### config.mk
export PLATFORM = sky130hd
export DESIGN_NAME = cta_arbiter
export DESIGN_NICKNAME = d
export VERILOG_FILES = /design/src/hdl/cta_pkg.sv /design/src/hdl/cta_sync_if.sv /design/src/hdl/cta_sync.sv /design/src/hdl/cta_arbiter.sv
export SDC_FILE = /design/constraint.sdc
export NUM_CORES = 1
export LEC_CHECK = 0
export BUFFER_PORTS_ARGS = -buffer_cell sky130_fd_sc_hd__buf_2
export CAP_MARGIN = 20
export CORE_MARGIN = 5
export CORE_UTILIZATION = 51
export DETAILED_ROUTE_END_ITERATION = 12
export PLACE_DENSITY_LB_ADDON = 0.08
export SLEW_MARGIN = 10
export SYNTH_ARGS = -nofsm -noshare
export SYNTH_HDL_FRONTEND = slang
export SYNTH_SLANG_ARGS = --single-unit
### constraint.sdc
create_clock -name core_clk -period 1 [get_ports core_clk]
set_input_delay 0.25 -clock core_clk [delete_from_list [all_inputs] [get_ports core_clk]]
set_output_delay 0.25 -clock core_clk [all_outputs]
set_load 0.01 [all_outputs]
### src/hdl/cta_pkg.sv
// Package for the coexistence traffic arbiter port.
// Assumes a single 25 MHz core clock and synchronous pin inputs.
package cta_pkg;

  // Priority sampling scheme
  typedef enum logic [0:0] {
    CTA_PRI_ONE = 1'h0,
    CTA_PRI_TWO = 1'h1
  } cta_pri_mode_t;

  // Request handling states
  typedef enum logic [2:0] {
    CTA_IDLE  = 3'h0,
    CTA_PRI0  = 3'h1,
    CTA_PRI1  = 3'h2,
    CTA_DIR   = 3'h3,
    CTA_DECIDE = 3'h4,
    CTA_HOLD  = 3'h5
  } cta_state_t;

  // Direction encoding on the direction line
  localparam logic DIR_TX      = 1'h1;
  localparam logic DIR_RX      = 1'h0;
  localparam logic DIR_DEFAULT = DIR_TX;

  // Priority value loaded at reset and when a new request is seen
  localparam logic [1:0] PRI_RESET = 2'h0;

  // Synchroniser depth
  localparam int SYNC_STAGES = 2;
  localparam int SYNC_LINES  = 4;

endpackage : cta_pkg

### src/hdl/cta_sync_if.sv
// Interface carrying the synchronised coexistence lines.
// Assumes the producer runs on the core clock.
`timescale 1ns/10ps
interface cta_sync_if;
  logic request;
  logic priority_bit;
  logic direction;
  logic band_overlap;
  modport src (output request, output priority_bit, output direction, output band_overlap);
  modport dst (input request, input priority_bit, input direction, input band_overlap);
endinterface : cta_sync_if

### src/hdl/cta_sync.sv
// Two-stage synchroniser for the four coexistence inputs.
// Assumes resetn_sync is already released synchronously.
`timescale 1ns/10ps
module cta_sync (
  // Clock and reset
  input  wire logic              core_clk,
  input  wire logic              resetn_sync,
  // Raw pins
  input  wire logic [3:0]        raw_in,
  // Synchronised lines
  cta_sync_if.src                sync_out
);

  logic [3:0] stage1;
  logic [3:0] stage2;

  // Per-line double flop; stage1 feeds stage2 only
  genvar i;
  generate
    for (i = 0; i < cta_pkg::SYNC_LINES; i++) begin : g_line
      always_ff @(posedge core_clk or negedge resetn_sync) begin
        if (!resetn_sync) begin
          stage1[i] <= 1'h0;
          stage2[i] <= 1'h0;
        end else begin
          stage1[i] <= raw_in[i];
          stage2[i] <= stage1[i];
        end
      end
    end
  endgenerate

  // Line mapping
  assign sync_out.request      = stage2[0];
  assign sync_out.priority_bit = stage2[1];
  assign sync_out.direction    = stage2[2];
  assign sync_out.band_overlap = stage2[3];

endmodule : cta_sync

### src/hdl/cta_arbiter.sv
// Device-side packet traffic arbiter port: peer request in, grant out.
// Assumes pins are synchronous-rate levels and configuration straps are static.
//
// Behaviour
// - Device always drives grant output
// - Direction high transmit, low receive, default transmit
// - Band overlap high means overlap, used
// - Priority sampled once or twice per request
// - Without direction line, direction follows priority; without priority line too, it defaults to transmit
// - Works with only request and grant
`timescale 1ns/10ps
module cta_arbiter (
  // Clock and reset
  input  wire logic       core_clk,
  input  wire logic       resetn,
  // Peer radio lines
  input  wire logic       peer_request,
  input  wire logic       peer_priority,
  input  wire logic       peer_direction,
  input  wire logic       peer_band_overlap,
  output logic            peer_grant,
  // Configuration
  input  wire logic       cfg_pri_used,
  input  wire logic       cfg_pri_two,
  input  wire logic       cfg_dir_used,
  input  wire logic       cfg_band_used,
  input  wire logic [1:0] cfg_pri_threshold,
  // Local radio activity
  input  wire logic       local_busy,
  input  wire logic       local_tx,
  // Status
  output logic [1:0]      req_priority,
  output logic            req_direction
);

  // Reset release through two flops
  logic rst_ff1;
  logic resetn_sync;
  always_ff @(posedge core_clk or negedge resetn) begin
    if (!resetn) begin
      rst_ff1     <= 1'h0;
      resetn_sync <= 1'h0;
    end else begin
      rst_ff1     <= 1'h1;
      resetn_sync <= rst_ff1;
    end
  end

  // Input synchroniser
  cta_sync_if sync_bus ();
  cta_sync u_sync (
    .core_clk    (core_clk),
    .resetn_sync (resetn_sync),
    .raw_in      ({peer_band_overlap, peer_direction, peer_priority, peer_request}),
    .sync_out    (sync_bus.src)
  );

  cta_pkg::cta_state_t state;
  cta_pkg::cta_state_t next_state;
  logic [1:0] pri;
  logic [1:0] next_pri;
  logic       dir;
  logic       next_dir;
  logic       grant;
  logic       next_grant;
  logic       win;
  logic       overlap;

  // Decision: grant when no conflict or peer priority high enough
  always_comb begin
    overlap = cfg_band_used ? sync_bus.band_overlap : 1'h1;
    win     = !local_busy || !overlap || (cfg_pri_used && pri >= cfg_pri_threshold);
    if (local_busy && overlap && dir == cta_pkg::DIR_RX && !local_tx) begin
      win = win || !cfg_pri_used; // Receive beside receive is tolerated only when priority is not used
    end
  end

  // Sampling sequence and grant state
  always_comb begin
    next_state = state;
    next_pri   = pri;
    next_dir   = dir;
    next_grant = grant;
    case (state)
      cta_pkg::CTA_IDLE: begin
        next_grant = 1'h0;
        if (sync_bus.request) begin
          next_pri = cta_pkg::PRI_RESET;
          next_dir = cfg_dir_used ? sync_bus.direction : cta_pkg::DIR_DEFAULT;
          next_state = cfg_pri_used ? cta_pkg::CTA_PRI0 : cta_pkg::CTA_DECIDE;
        end
      end
      cta_pkg::CTA_PRI0: begin
        next_pri = {1'h0, sync_bus.priority_bit};
        if (cfg_pri_two) begin
          next_state = cta_pkg::CTA_PRI1;
        end else if (!cfg_dir_used) begin
          next_state = cta_pkg::CTA_DIR;
        end else begin
          next_state = cta_pkg::CTA_DECIDE;
        end
      end
      cta_pkg::CTA_PRI1: begin
        next_pri   = {pri[0], sync_bus.priority_bit};
        next_state = cfg_dir_used ? cta_pkg::CTA_DECIDE : cta_pkg::CTA_DIR;
      end
      cta_pkg::CTA_DIR: begin
        next_dir   = sync_bus.priority_bit;
        next_state = cta_pkg::CTA_DECIDE;
      end
      cta_pkg::CTA_DECIDE: begin
        next_grant = win;
        next_state = cta_pkg::CTA_HOLD;
        if (!sync_bus.request) begin
          next_grant = 1'h0;
          next_state = cta_pkg::CTA_IDLE;
        end
      end
      cta_pkg::CTA_HOLD: begin
        if (!sync_bus.request) begin
          next_grant = 1'h0;
          next_state = cta_pkg::CTA_IDLE;
        end else begin
          next_grant = win;
        end
      end
      default: begin
        next_state = cta_pkg::CTA_IDLE;
        next_grant = 1'h0;
      end
    endcase
  end

  // State registers
  always_ff @(posedge core_clk or negedge resetn_sync) begin
    if (!resetn_sync) begin
      state <= cta_pkg::CTA_IDLE;
      pri   <= cta_pkg::PRI_RESET;
      dir   <= cta_pkg::DIR_DEFAULT;
      grant <= 1'h0;
    end else begin
      state <= next_state;
      pri   <= next_pri;
      dir   <= next_dir;
      grant <= next_grant;
    end
  end

  // Outputs straight from flops
  assign peer_grant    = grant;
  assign req_priority  = pri;
  assign req_direction = dir;
endmodule : cta_arbiter

==> impl_metrics.json, run 1 <==
{
  "io_pins": 18,
  "crit_required_ns": 1.22,
  "first_global_vias": 521,
  "clkTransAtPathRegs_ns": 0.10,
  "critPathMaxFanout": 2,
  "vias": 591,
  "die_w_um": 48.2,
  "maxSlewViolCount": 0,
  "initial_core_util": 0.552,
  "hp-class": "input port to register",
  "fp-row-count": 13,
  "clock.fmax_mhz": 781,
  "fillCellCount": 86,
  "drtAntennaViolNets": 0,
  "antenna_found_initial": 0,
  "yosys_register_bits": 17,
  "firstDrtPassIters": 4,
  "hold_viol": 0,
  "core_sq_mm": 0.00135,
  "path_cells": "nand2b_4 > nor3_2 > mux2_1 > mux2_2",
  "p_leak_nw": 0.503,
  "cts.sink_count": 17,
  "gp_congestion": 0.754,
  "fin_crit_sh": 1.28,
  "critPathKind": "register to register",
  "min-delay-start": "peer_band_overlap",
  "io_buffer_count": 17,
  "whs_ns": 0.0648,
  "fin_crit_ns": 1.28,
  "ys_warn_count": 0,
  "grt_start_max_net_pins": 16,
  "clk_path_buf_depth": 2,
  "peakVddDrop_mv": 1.36,
  "avgSynthCellArea_sq_um": 11.1,
  "end_kind": "register",
  "power.density_mw_per_mm2": 2410,
  "r2r_slack_ns": -0.28,
  "nets": 118,
  "r2r_start": "state[1]",
  "cts_tree": "done",
  "setup_viol": 11,
  "multi_input_area_sq_um": 327,
  "drtIter0Drc": 6,
  "num_antenna_cells": 0,
  "clock_skew_ns": 0.00375,
  "drc_errors": 0,
  "synth_fp_nets": 83,
  "critPathMaxStageDelay_ns": 0.38,
  "violations": "negative setup slack",
  "grt-ovfl-total": 0,
  "cts_buffers": 3,
  "synth_area_sq_um": 746,
  "crit_family": "multiplexers",
  "grt_setup_unrepaired": "yes",
  "wl_um": 1360,
  "wire_per_inst_um": 11.7,
  "seq_area_frac_synth": 0.572,
  "clk_latency_ns": 0.28,
  "finalInstanceArea_sq_mm": 0.00105,
  "place_area_sq_um": 920,
  "area_growth_pct": 40.6,
  "grt_pass1_wl_um": 2210,
  "crit_start": "state[1]",
  "cts_max_level": 1,
  "die_h_um": 48.2,
  "cp_num_buf_inv": 0,
  "avgViaCountPerCell": 5.09,
  "setup_slack_ns": -0.280,
  "drv_cap": 0,
  "cts_root_buffer": "clkbuf_4",
  "drive_gt1_frac": 0.475,
  "dieArea_sq_mm": 0.00233,
  "crit_slowest_cell": "dfrtp_1",
  "postSynthCellCount": 67,
  "dp.final_hpwl_um": 1030,
  "status": "finished, violations left",
  "arrival_ns": 1.50,
  "yosysUniqueCellTypes": 29,
  "regArea_sq_um": 427,
  "grt_usage": 0.145,
  "startpoint_type": "register"
}
-- state kept, by name, summed over array words and instances (netlist names) --
name / count
peer_grant: 1
req_direction: 1
req_priority: 2
resetn_sync: 1
rst_ff1: 1
state: 3
u_sync.stage1: 4
u_sync.sync_out.band_overlap: 1
u_sync.sync_out.direction: 1
u_sync.sync_out.priority_bit: 1
u_sync.sync_out.request: 1
-- cell usage in the layout (no fill, tap or decap), drive strengths merged, types with 2 or more instances in the layout --
cell type	n
inv	5
ha	2
a21oi	5
a21o	2
o21ai	5
o31ai	2
buf	32
nor3	4
nor2	5
dfrtp	16
mux2	2
clkbuf	3
nand2b	4
-- synth_stat cells (all sizes together) --
cell type / count / area (sq um)
nor2: 5 / 18.8
o211ai: 1 / 7.51
clkbuf: 1 / 3.75
o21ai: 5 / 25.0
a31oi: 1 / 6.26
dfrtp: 16 / 400
conb: 1 / 3.75
nand2: 1 / 3.75
mux2: 2 / 22.5
nor2b: 1 / 6.26
a21oi: 5 / 25.0
o31ai: 2 / 15.0
buf: 2 / 16.3
inv: 5 / 18.8
a21o: 2 / 15.0
nand2b: 4 / 32.5
nor3: 4 / 25.0
a22oi: 1 / 7.51
o311ai: 1 / 8.76
o32ai: 1 / 8.76
xnor2: 1 / 8.76
nor3b: 1 / 7.51
ha: 2 / 25.0
nand3b: 1 / 7.51
dfstp: 1 / 26.3
-- layer usage --
layer  share of wire  vias to the layer above  wire (um)  track usage
li1                -                      300          -            -
met1            0.47                      276        639        0.191
met2            0.47                       13        632        0.219
met3           0.054                        2         73       0.0332
met4          0.0088                        0         12       0.0806
met5               0                        -          0            0
-- layout make-up --
class	instances	area share
sequential	17	0.407
multi-input combinational	42	0.311
timing repair buffer	33	0.220
clock buffer	3	0.0215
inverter	5	0.0179
tap	15	0.0179
clock inverter	1	0.00477
-- power by group --
part | leakage (nW) | internal, mW | switching, mW
clock | 0.0177 | 0.148 | 0.205
sequential | 0.205 | 0.842 | 0.0853
combinational | 0.280 | 0.673 | 0.574
total | 0.503 | 1.66 | 0.864
-- through the flow --
step	std cells	TNS (ns)	worst slack [ns]	utilization	power, mW
final	116	-1.67	-0.280	0.777	2.53
after global placement	108	-0.978	-0.268	0.681	1.92
after floorplan	67	-0.758	-0.374	-	1.60
after global routing	116	-2.37	-0.334	0.777	2.73
after CTS	114	-1.85	-0.292	0.753	2.47
after detailed placement	108	-1.06	-0.282	0.681	1.94
-- path summary, 6_finish.rpt --
check | endpoint | cells after the start
worst max-delay path | req_direction | 4
worst min-delay path | u_sync.stage1[3] | 1
worst max register to register | req_direction | 4
worst min register to register | req_priority[1] | 1
max in group asynchronous | req_direction | 1
min in group asynchronous | req_priority[1] | 1
-- cells by family (layout without fill, tap and decap cells) --
kind of cell | after synthesis | count (layout) | synth area share
buf+inv | 8 | 42 | 0.0520
mux | 2 | 2 | 0.0302
simple gates | 17 | 17 | 0.136
fa+ha+maj | 2 | 2 | 0.0336
xor+xnor | 1 | 1 | 0.0117
compound gates | 19 | 19 | 0.159
other cells | 1 | 1 | 0.00503
flops | 17 | 17 | 0.572
-- timing repair --
| action | CTS | global route |
|---|---|---|
| buffers inserted | 2 | 2 |
| pin swaps | 1 | 2 |
| hold endpoints to repair | 2 | 0 |
| hold buffers | 1 | 0 |
| endpoints found under the setup margin | 11 | 11 |
| resized for setup | 9 | 4 |
No activity file was read; power rests on OpenSTA's default activity.
==> run 2: changes to the inputs <==
==> constraint.sdc (replaced) <==
create_clock -name core_clk -period 1 [get_ports core_clk]
set_input_delay 0.15 -clock core_clk [delete_from_list [all_inputs] [get_ports core_clk]]
set_output_delay 0.15 -clock core_clk [all_outputs]
set_load 0.01 [all_outputs]
==> run 2 against run 1 <==
The flow still finishes with violations (negative setup slack). Critical path depth unchanged. Cell count increased by 3.4%. Critical endpoint unchanged. Register-to-register slack got worse by 0.02 ns. Fmax decreased by 1.2%. First-iteration DRC count increased by 17%. Clock skew increased by 0.0058 ns. Core utilization increased by 3.9 points. Non-clock buffer count increased by 4. Cell area increased by 5.0%. Hold slack improved by 0.064 ns. Die area unchanged.
==> impl_metrics.json, run 2 (synthesis gave the netlist of run 1 again) <==
{
  "fillCellCount": 87,
  "clk_latency_ns": 0.28,
  "arrival_ns": 1.50,
  "p_int_mw": 1.77,
  "min-delay-start": "cfg_dir_used",
  "cts_buffers": 3,
  "drtIter0Drc": 7,
  "power.density_mw_per_mm2": 2430,
  "crit_start": "state[1]",
  "clock.fmax_mhz": 772,
  "die_h_um": 48.2,
  "drv_cap": 0,
  "grt-ovfl-total": 0,
  "final_cell_mix": "16 x dfrtp_1, 14 x buf_2, 9 x buf_6, 9 x buf_4",
  "r2r_start": "state[1]",
  "drc_errors": 0,
  "io_pins": 18,
  "grt_pass1_wl_um": 2620,
  "grt_setup_unrepaired": "yes",
  "antenna_found_initial": 0,
  "status": "finished, violations left",
  "area_growth_pct": 47.7,
  "critPathKind": "register to register",
  "hp-class": "input port to register",
  "vias": 634,
  "setup_slack_ns": -0.296,
  "avgViaCountPerCell": 5.28,
  "peakVddDrop_mv": 1.52,
  "clock_skew_ns": 0.00959,
  "first_global_vias": 597,
  "worstHoldPathCells": 2,
  "setup_viol": 10,
  "fin_crit_sh": 1.30,
  "netSwitchingFraction": 0.337,
  "num_antenna_cells": 0,
  "crit_required_ns": 1.21,
  "cts_root_buffer": "clkbuf_4",
  "io_buffer_count": 17,
  "whs_endpoint": "state[0]",
  "cts.sink_count": 17,
  "clk_path_buf_depth": 2,
  "die_w_um": 48.2,
  "tightest_slew_ns": 0.490,
  "grt_usage": 0.165,
  "fin_crit_ns": 1.30,
  "final_common_cell": "dfrtp_1",
  "hold_viol": 0,
  "firstDrtPassIters": 4,
  "cts_tree": "done",
  "power.share.clock": 0.129,
  "critPathMaxFanout": 2,
  "switchingPower_uw": 901,
  "r2r_cells": 4,
  "p_seq_frac": 0.356,
  "r2r_slack_ns": -0.30,
  "dieArea_sq_mm": 0.00233,
  "whs_ns": 0.129,
  "end_kind": "register",
  "fp-row-count": 13,
  "power_frac_comb": 0.515,
  "grt_start_max_net_pins": 16,
  "wire_per_inst_um": 13.2,
  "cts_max_level": 1,
  "power_mw": 2.67,
  "largest_reg_flops": 4,
  "slew_headroom": 0.669,
  "drtAntennaViolNets": 0,
  "maxSlewViolCount": 0,
  "rr_endpoint": "req_direction",
  "p_leak_nw": 0.522,
  "initial_core_util": 0.552,
  "violations": "negative setup slack",
  "wl_um": 1580,
  "core_sq_mm": 0.00135,
  "dp.final_hpwl_um": 1090,
  "nets": 122,
  "startpoint_type": "register",
  "clkTransAtPathRegs_ns": 0.08,
  "drive_gt1_frac": 0.438,
  "gp_congestion": 0.790,
  "regMostFlops": "u_sync.stage1"
}
==> run 2: layer usage <==
layer	up-vias	GRT usage	part of all wire
met5	-	0	0
met4	0	0.0860	0.0076
met3	2	0.0332	0.051
met2	15	0.266	0.50
met1	308	0.209	0.44
li1	309	-	-
==> run 2: per-stage QoR <==
| step | utilization | cell area, sq um | instances | setup slack [ns] | setup TNS, ns |
|---|---|---|---|---|---|
| after floorplan | - | 746 | 67 | -0.374 | -0.758 |
| final | 0.816 | 1100 | 120 | -0.296 | -1.31 |
| after global placement | 0.676 | 912 | 107 | -0.269 | -0.969 |
| after detailed placement | 0.676 | 912 | 107 | -0.287 | -1.13 |
| after global routing | 0.816 | 1100 | 120 | -0.330 | -1.92 |
| after CTS | 0.784 | 1060 | 118 | -0.299 | -1.57 |
==> run 2: how the worst max path moves through the flow <==
| stage | slack (ns) | cells after the start | to |
|---|---|---|---|
| 2_1_floorplan | -0.37 | 5 | req_direction |
| 3_3_place_gp | -0.27 | 4 | req_direction |
| 3_5_place_dp | -0.29 | 4 | req_direction |
| 4_1_cts | -0.30 | 4 | req_direction |
| 5_1_grt | -0.33 | 4 | req_direction |
| 6_report | -0.30 | 4 | req_direction |
==> run 2: timing repair <==
action	CTS	global route
pin swaps	5	3
cloned	0	1
hold endpoints to repair	6	0
hold buffers	5	0
resized for setup	10	11
buffers inserted	3	2
endpoints found under the setup margin	10	10
==> run 2: power groups by stage <==
stage / Combinational [mW] / Clock, mW / Sequential, mW
5_1_grt: 1.51 / 0.391 / 0.966
4_1_cts: 1.22 / 0.364 / 0.933
2_1_floorplan: 0.609 / 0 / 0.994
3_3_place_gp: 0.992 / 0 / 0.927
6_report: 1.38 / 0.345 / 0.951
3_5_place_dp: 1.01 / 0 / 0.940
==> run 2: worst max-delay path, cell delays in order (launching register included) <==
cell      delay (ns)
dfrtp_1         0.39
nand2b_4        0.15
nor3_2          0.11
mux2_1          0.32
mux2_2          0.26
==> run 2: cell type report <==
type | instances | area (sq um) | share of cell area
clock buffer | 4 | 26.3 | 0.0239
multi-input combinational | 42 | 322 | 0.292
tap | 15 | 18.8 | 0.0170
timing repair buffer | 37 | 289 | 0.262
inverter | 5 | 18.8 | 0.0170
sequential | 17 | 427 | 0.387
